==> src/design/ocp_pkg.sv <==
/*
  Shared constants and types of the output clock prescaler.
  Assumes a 32-bit classic Wishbone register bus and one CPU clock.
*/
package ocp_pkg;
  localparam int unsigned DIV_W = 8;
  localparam int unsigned ADR_W = 8;

  // Byte addresses of the register words
  localparam logic [ADR_W-1:0] SYS_CFG_OFS = 8'h00;
  localparam logic [ADR_W-1:0] EXT_CFG_OFS = 8'h04;
  localparam logic [ADR_W-1:0] DIV_OFS     = 8'h08;
  localparam logic [ADR_W-1:0] STATUS_OFS  = 8'h0C;

  // Field positions
  localparam int unsigned CLK_OUT_EN_BIT  = 0;
  localparam int unsigned EXT_PER_EN_BIT  = 1;
  localparam int unsigned MISC_EXT_EN_BIT = 0;
  localparam int unsigned STAT_RUN_BIT    = 0;
  localparam int unsigned STAT_BYP_BIT    = 1;
  localparam int unsigned STAT_FAC_LSB    = 8;

  // Values after reset
  localparam logic [DIV_W-1:0] DIV_RESET = 8'h00;
  localparam logic [DIV_W-1:0] FAC_ONE   = 8'h01;

  typedef struct packed {
    logic clock_output_enable;
    logic extension_peripherals_enable;
    logic misc_extension_enable;
  } ocp_ctrl_t;

  // Zero and one both mean undivided
  function automatic logic [DIV_W-1:0] eff_factor(input logic [DIV_W-1:0] f);
    eff_factor = (f <= FAC_ONE) ? FAC_ONE : f;
  endfunction
endpackage

==> src/design/ocp_divider.sv <==
/*
  Counter that divides the CPU clock by a programmable factor.
  Assumes the factor input is a register on the same clock.
*/
module ocp_divider #(
  parameter int unsigned W = ocp_pkg::DIV_W
) (
  input  wire logic         clk_i,
  input  wire logic         rst_i,
  input  wire logic         run_i,
  input  wire logic [W-1:0] factor_i,
  output logic              clk_div_o,
  output logic              bypass_o,
  output logic [W-1:0]      active_factor_o
);
  logic [W-1:0] cnt_reg;
  logic [W-1:0] fac_reg;
  logic         out_reg;
  logic [W-1:0] new_fac;
  logic         wrap;
  logic [W-1:0] cnt_next;
  logic         out_next;

  assign new_fac  = ocp_pkg::eff_factor(factor_i);
  // A new factor is taken only at a period boundary or while stopped, so no runt pulse  //
  assign wrap     = (cnt_reg == W'(fac_reg - 1'b1));
  assign cnt_next = wrap ? '0 : W'(cnt_reg + 1'b1);
  assign out_next = wrap ? (new_fac > ocp_pkg::FAC_ONE)
                         : (cnt_next < W'(fac_reg >> 1));

  always_ff @(posedge clk_i or posedge rst_i) begin
    if (rst_i) begin
      cnt_reg <= '0;
      fac_reg <= ocp_pkg::FAC_ONE;
      out_reg <= 1'b0;
    end else if (!run_i) begin
      cnt_reg <= '0;
      fac_reg <= new_fac;
      out_reg <= 1'b0;
    end else begin
      cnt_reg <= cnt_next;
      fac_reg <= wrap ? new_fac : fac_reg;
      out_reg <= out_next;
    end
  end

  assign clk_div_o       = out_reg;
  assign bypass_o        = (fac_reg == ocp_pkg::FAC_ONE);
  assign active_factor_o = fac_reg;
endmodule

==> src/design/ocp_top.sv <==
/*
  Output clock prescaler: drives the CPU clock, whole or divided, onto
  the clock output pin, with its enables and divider reached over a
  classic Wishbone slave.
  Assumes CLOCK_I is the CPU clock and that the pin pad accepts a
  gated clock on CLK_OUT_O.
*/
// Function
// Clock output enabled with no prescaling drives the undivided CPU clock.
// Divider writable only with both extension enables set; pin then divides.
// Clock output enable clear means no clock on the pin at all.
// Divider lives in its own register on the extension bus.
// Synchronous divider; zero or reset is divide-by-one; change at boundary.
module ocp_top #(
  parameter int unsigned DIV_W = ocp_pkg::DIV_W,
  parameter int unsigned ADR_W = ocp_pkg::ADR_W
) (
  input  wire logic             CLOCK_I,
  input  wire logic             RST_I,
  input  wire logic             CYC_I,
  input  wire logic             STB_I,
  input  wire logic             WE_I,
  input  wire logic [ADR_W-1:0] ADR_I,
  input  wire logic [3:0]       SEL_I,
  input  wire logic [31:0]      DAT_I,
  output logic      [31:0]      DAT_O,
  output logic                  ACK_O,
  output logic                  CLK_OUT_O,
  output logic                  CLK_OUT_OE_N_O
);
  ocp_pkg::ocp_ctrl_t ctrl_reg;
  logic [DIV_W-1:0]   divider_reg;
  logic               ack_reg;
  logic [31:0]        rdata_reg;
  logic               run_reg;

  logic [ADR_W-1:0]   word_adr;
  logic               req;
  logic               wr_now;
  logic               lane0;
  logic               hit_sys;
  logic               hit_ext;
  logic               hit_div;
  logic               hit_stat;
  logic               div_unlocked;
  logic [31:0]        rdata_next;
  logic               clk_div;
  logic               bypass;
  logic [DIV_W-1:0]   active_factor;

  // Bus decode
  assign word_adr = {ADR_I[ADR_W-1:2], 2'b00};
  assign req      = CYC_I & STB_I;
  // Writes take effect on the edge where the master sees ack
  assign wr_now   = req & WE_I & ack_reg;
  assign lane0    = SEL_I[0];
  assign hit_sys  = (word_adr == ocp_pkg::SYS_CFG_OFS);
  assign hit_ext  = (word_adr == ocp_pkg::EXT_CFG_OFS);
  assign hit_div  = (word_adr == ocp_pkg::DIV_OFS);
  assign hit_stat = (word_adr == ocp_pkg::STATUS_OFS);

  // The factor is locked unless both extension enables are on
  assign div_unlocked = ctrl_reg.misc_extension_enable
                      & ctrl_reg.extension_peripherals_enable;

  // Read data; unmapped words read as zero
  always_comb begin
    rdata_next = 32'h0000_0000;
    if (hit_sys) begin
      rdata_next[ocp_pkg::CLK_OUT_EN_BIT] = ctrl_reg.clock_output_enable;
      rdata_next[ocp_pkg::EXT_PER_EN_BIT] = ctrl_reg.extension_peripherals_enable;
    end else if (hit_ext) begin
      rdata_next[ocp_pkg::MISC_EXT_EN_BIT] = ctrl_reg.misc_extension_enable;
    end else if (hit_div) begin
      rdata_next[DIV_W-1:0] = divider_reg;
    end else if (hit_stat) begin
      rdata_next[ocp_pkg::STAT_RUN_BIT] = run_reg;
      rdata_next[ocp_pkg::STAT_BYP_BIT] = bypass;
      rdata_next[ocp_pkg::STAT_FAC_LSB +: DIV_W] = active_factor;
    end
  end

  // One wait state, ack drops the cycle after it was given
  always_ff @(posedge CLOCK_I or posedge RST_I) begin
    if (RST_I) begin
      ack_reg   <= 1'b0;
      rdata_reg <= 32'h0000_0000;
    end else begin
      ack_reg   <= req & ~ack_reg;
      rdata_reg <= rdata_next;
    end
  end

  always_ff @(posedge CLOCK_I or posedge RST_I) begin
    if (RST_I) begin
      ctrl_reg <= '0;
    end else if (wr_now & lane0) begin
      if (hit_sys) begin
        ctrl_reg.clock_output_enable          <= DAT_I[ocp_pkg::CLK_OUT_EN_BIT];
        ctrl_reg.extension_peripherals_enable <= DAT_I[ocp_pkg::EXT_PER_EN_BIT];
      end
      if (hit_ext) begin
        ctrl_reg.misc_extension_enable <= DAT_I[ocp_pkg::MISC_EXT_EN_BIT];
      end
    end
  end

  // Writes to a locked divider are acked but dropped
  always_ff @(posedge CLOCK_I or posedge RST_I) begin
    if (RST_I) begin
      divider_reg <= ocp_pkg::DIV_RESET;
    end else if (wr_now & lane0 & hit_div & div_unlocked) begin
      divider_reg <= DAT_I[DIV_W-1:0];
    end
  end

  // Registered enable keeps the gate steady for a whole cycle
  always_ff @(posedge CLOCK_I or posedge RST_I) begin
    if (RST_I) begin
      run_reg <= 1'b0;
    end else begin
      run_reg <= ctrl_reg.clock_output_enable;
    end
  end

  ocp_divider #(
    .W (DIV_W)
  ) u_div (
    .clk_i           (CLOCK_I),
    .rst_i           (RST_I),
    .run_i           (run_reg),
    .factor_i        (divider_reg),
    .clk_div_o       (clk_div),
    .bypass_o        (bypass),
    .active_factor_o (active_factor)
  );

  // Undivided mode gates the CPU clock itself; the enable changes just after
  // a rising edge, so the first and last high phase may be shortened
  assign CLK_OUT_O      = run_reg & (bypass ? CLOCK_I : clk_div); // see R01
  assign CLK_OUT_OE_N_O = ~run_reg;
  assign DAT_O          = rdata_reg;
  assign ACK_O          = ack_reg;
endmodule

==> config.mk <==
export PLATFORM = sky130hd
export DESIGN_NAME = ocp_top
export DESIGN_NICKNAME = d
export VERILOG_FILES = /design/src/design/ocp_pkg.sv /design/src/design/ocp_divider.sv /design/src/design/ocp_top.sv
export SDC_FILE = /design/constraint.sdc
export NUM_CORES = 1
export LEC_CHECK = 0
export BUFFER_PORTS_ARGS = -buffer_cell sky130_fd_sc_hd__buf_4
export CORE_ASPECT_RATIO = 0.75
export CORE_MARGIN = 2
export CORE_UTILIZATION = 45
export CTS_CLUSTER_SIZE = 20
export DETAILED_ROUTE_END_ITERATION = 16
export PLACE_DENSITY = 0.73
export SETUP_SLACK_MARGIN = 0.02
export SLEW_MARGIN = 20
export SYNTH_ARGS = -nofsm -noshare
export SYNTH_HDL_FRONTEND = slang
export SYNTH_SLANG_ARGS = --single-unit
==> constraint.sdc <==
create_clock -name CLOCK_I -period 3.7 [get_ports CLOCK_I]
set_input_delay 0 -clock CLOCK_I [delete_from_list [all_inputs] [get_ports CLOCK_I]]
set_output_delay 0 -clock CLOCK_I [all_outputs]
set_load 0.01 [all_outputs]
==> run metrics <==
run status completed; met2 Resource Use GR 27.7%; WHS Endpoint DAT_O[0]; Net count, final ~340; Synth Area per Inst roughly 11 sq um; Total GRT Usage between 10% and 20%; WHS Path Cells 3; Avg WL per Cell 14.2 um; met3 Use GR under 10%; Overflow after GRT 0; Req. time, crit path 4.02 ns; Tcrit/Tclk final 90.1%; Async SR Flop Fraction 100%; Buffers on Ports 38; number of max-cap violations 0; Synth area leaders dfrtp_1 46%, mux2_2 7.9%, buf_4 4.9%, ha_1 4.6%, nor2_1 3.4%; postcts setup bufs 0; total power 1.02 mW; Max Slew Vio Count 0; io pins 84; sequential area share after synthesis 47.3%; share of cells above drive strength 1 27.0%; mapped cell area between 2000 and 2500 sq um; Reg-to-Reg Start u_div.active_factor_o[0]; Critical Path AT between 3 and 4 ns; Crit-path slowest cell dfstp_2; cells resized by post-CTS repair 0; worst-margin pin slew roughly 0.67 ns; number of global-route vias before repair 1736; relative slew slack 54.8%; critical path's top delay family compound AO/OA/AOI/OAI gates; drt pass-1 iters 4; Leak 1.53 nW; max FFs per register 16; P per Cell Area 336 nW/um^2; Startpoint Class flop; Post-DP HPWL 3.47 mm; antenna fix cells 0; Crit Path Category reg -> reg; reg2reg end u_div.clk_div_o; total negative slack 0 ns; crit-path max cell delay ~0.63 ns; Final WS setup around 0.37 ns; core area 5300 sq um; top cell type's share of synthesized area 46.2%; CTS Hold Bufs 18; worst skew pair latency 0.41 ns; Starting Density 46.1%; DIE WIDTH between 80 and 90 um; Fmax 300 MHz; final setup fails 0; post-route ant nets 0; CP Buf/Inv Count 2; crit-path cells inv_1, ha_1, xnor2_1, a311oi_1, o211ai_1, a2111oi_4, buf_4, nor2_1, ha_1, a21o_1, a2111oi_0, o21ai_0, o21ai_0; placed inst area 2710 sq um; remaining routing DRC violations 0; area grow syn2layout 24.9%; Clk pin slew, worst setup/hold paths 0.09 ns; die height 67.8 um; RePlAce Congestion about 0.85; RSZ-0062 raised after global routing false; Yosys warnings 0; worst vdd ir 0.343 mV; global-route wire length before repair 8.60 mm; vias per cell 4.90; CP endpoint kind flop; design area 3050 sq um; Netlist cell types 45; Final Hold Vio Count 0; #FFs+latches synth between 40 and 50; EDFF count, synth 0; initial drt markers 77; crit-path max FO 9; fin crit period 3.33 ns; worst hold path type in -> reg; reg2reg path depth 13; die area 6030 sq um; Routed WL 5.06 mm; leading area contributor after synthesis dfrtp_1; largest net degree at the start of global routing 47; initial antenna violation count 0; CTS tree built; Vias 1748; WHS 0.0589 ns; R2R Setup Slk 0.37 ns; Site Rows 23; routing usage on met1 27.6%; gr busiest metal met2; Synth Flop Type dfrtp_1; most common cell in the synthesized netlist dfrtp_1; skew final ~0.0086 ns; pre-CTS setup slack approximately 0.37 ns; min-delay src ADR_I[2]; list of most frequent post-synthesis cells 45 x dfrtp_1, 22 x nor2_1, 17 x mux2_2; Syn Inst Count 222
-- worst register-to-register path: cells and delay by family, from the launching register on --
kind,cells,cell delay (ns)
AND/OR/NAND/NOR,1,0.05
XOR/XNOR,1,0.13
AO/OA/AOI/OAI,7,1.64
buffers and inverters,2,0.30
adder cells (fa/ha/maj),2,0.49
flip-flops,1,0.63
-- cells by family after synthesis --
| family | Yosys count | synth area share, % |
|---|---|---|
| multiplexers | 22 | 10.6 |
| buffers and inverters | 37 | 9.49 |
| AO/OA/AOI/OAI | 18 | 6.16 |
| flip-flops | 46 | 47.3 |
| AND/OR/NAND/NOR | 75 | 16.7 |
| other | 1 | 0.154 |
| XOR/XNOR | 14 | 5.03 |
| adder cells (fa/ha/maj) | 9 | 4.62 |
-- worst max path at each step --
stage / startpoint / endpoint / slack [ns] / cells past startpoint
finish: u_div.active_factor_o[0] / u_div.clk_div_o / 0.37 / 13
CTS: u_div.active_factor_o[0] / u_div.clk_div_o / 0.34 / 13
global placement: u_div.active_factor_o[0] / u_div.clk_div_o / 0.36 / 13
detailed placement: u_div.active_factor_o[0] / u_div.clk_div_o / 0.37 / 13
global route: u_div.active_factor_o[0] / u_div.clk_div_o / 0.06 / 13
floorplan: u_div.active_factor_o[0] / u_div.clk_div_o / 0.36 / 13
-- through the flow --
step / util, % / instances
after floorplan: - / 237
after global placement: 51.2 / 328
after detailed placement: 51.2 / 328
after CTS: 57.5 / 357
after global routing: 57.5 / 357
final: 57.5 / 357
-- power breakdown --
group / switching, mW / leakage [nW] / internal [mW] / total (mW)
Clock: 0.191 / 0.0894 / 0.274 / 0.465
Combinational: 0.0288 / 0.806 / 0.0271 / 0.0559
Sequential: 0.000729 / 0.639 / 0.503 / 0.504
-- per-layer routing --
| layer | share of wire [%] | up-vias |
|---|---|---|
| met1 | 49 | 831 |
| met5 | 0 | - |
| met2 | 44 | 53 |
| li1 | - | 852 |
| met3 | 4.9 | 12 |
| met4 | 2.3 | 0 |
-- layout make-up --
type,instances,area [sq um]
clock buffers,9,118
inverters,12,45.0
flip-flops and latches,46,1150
clock inverters,3,45.0
repair buffers,58,480
multi-input cells,154,1110
fillers,455,2250
well taps,75,93.8
-- layout by cell type, fill, tap and decap left out, types with 2 or more instances in the layout --
master / count
mux2_2: 17
nor2_1: 22
nand2_1: 7
ha_1: 9
mux2i_1: 3
nor4_1: 4
and3_1: 9
clkbuf_8: 8
inv_1: 11
or4_1: 2
a21o_1: 2
clkinvlp_4: 2
and4_1: 2
nand2b_1: 2
dlygate4sd3_1: 18
a21oi_1: 2
xnor2_1: 7
a211oi_1: 2
dfrtp_1: 45
conb_1: 16
and2_1: 10
nand3_1: 6
nor3_1: 5
o21ai_0: 3
xor2_1: 7
buf_4: 41
Power figures use the tool's default switching activity.
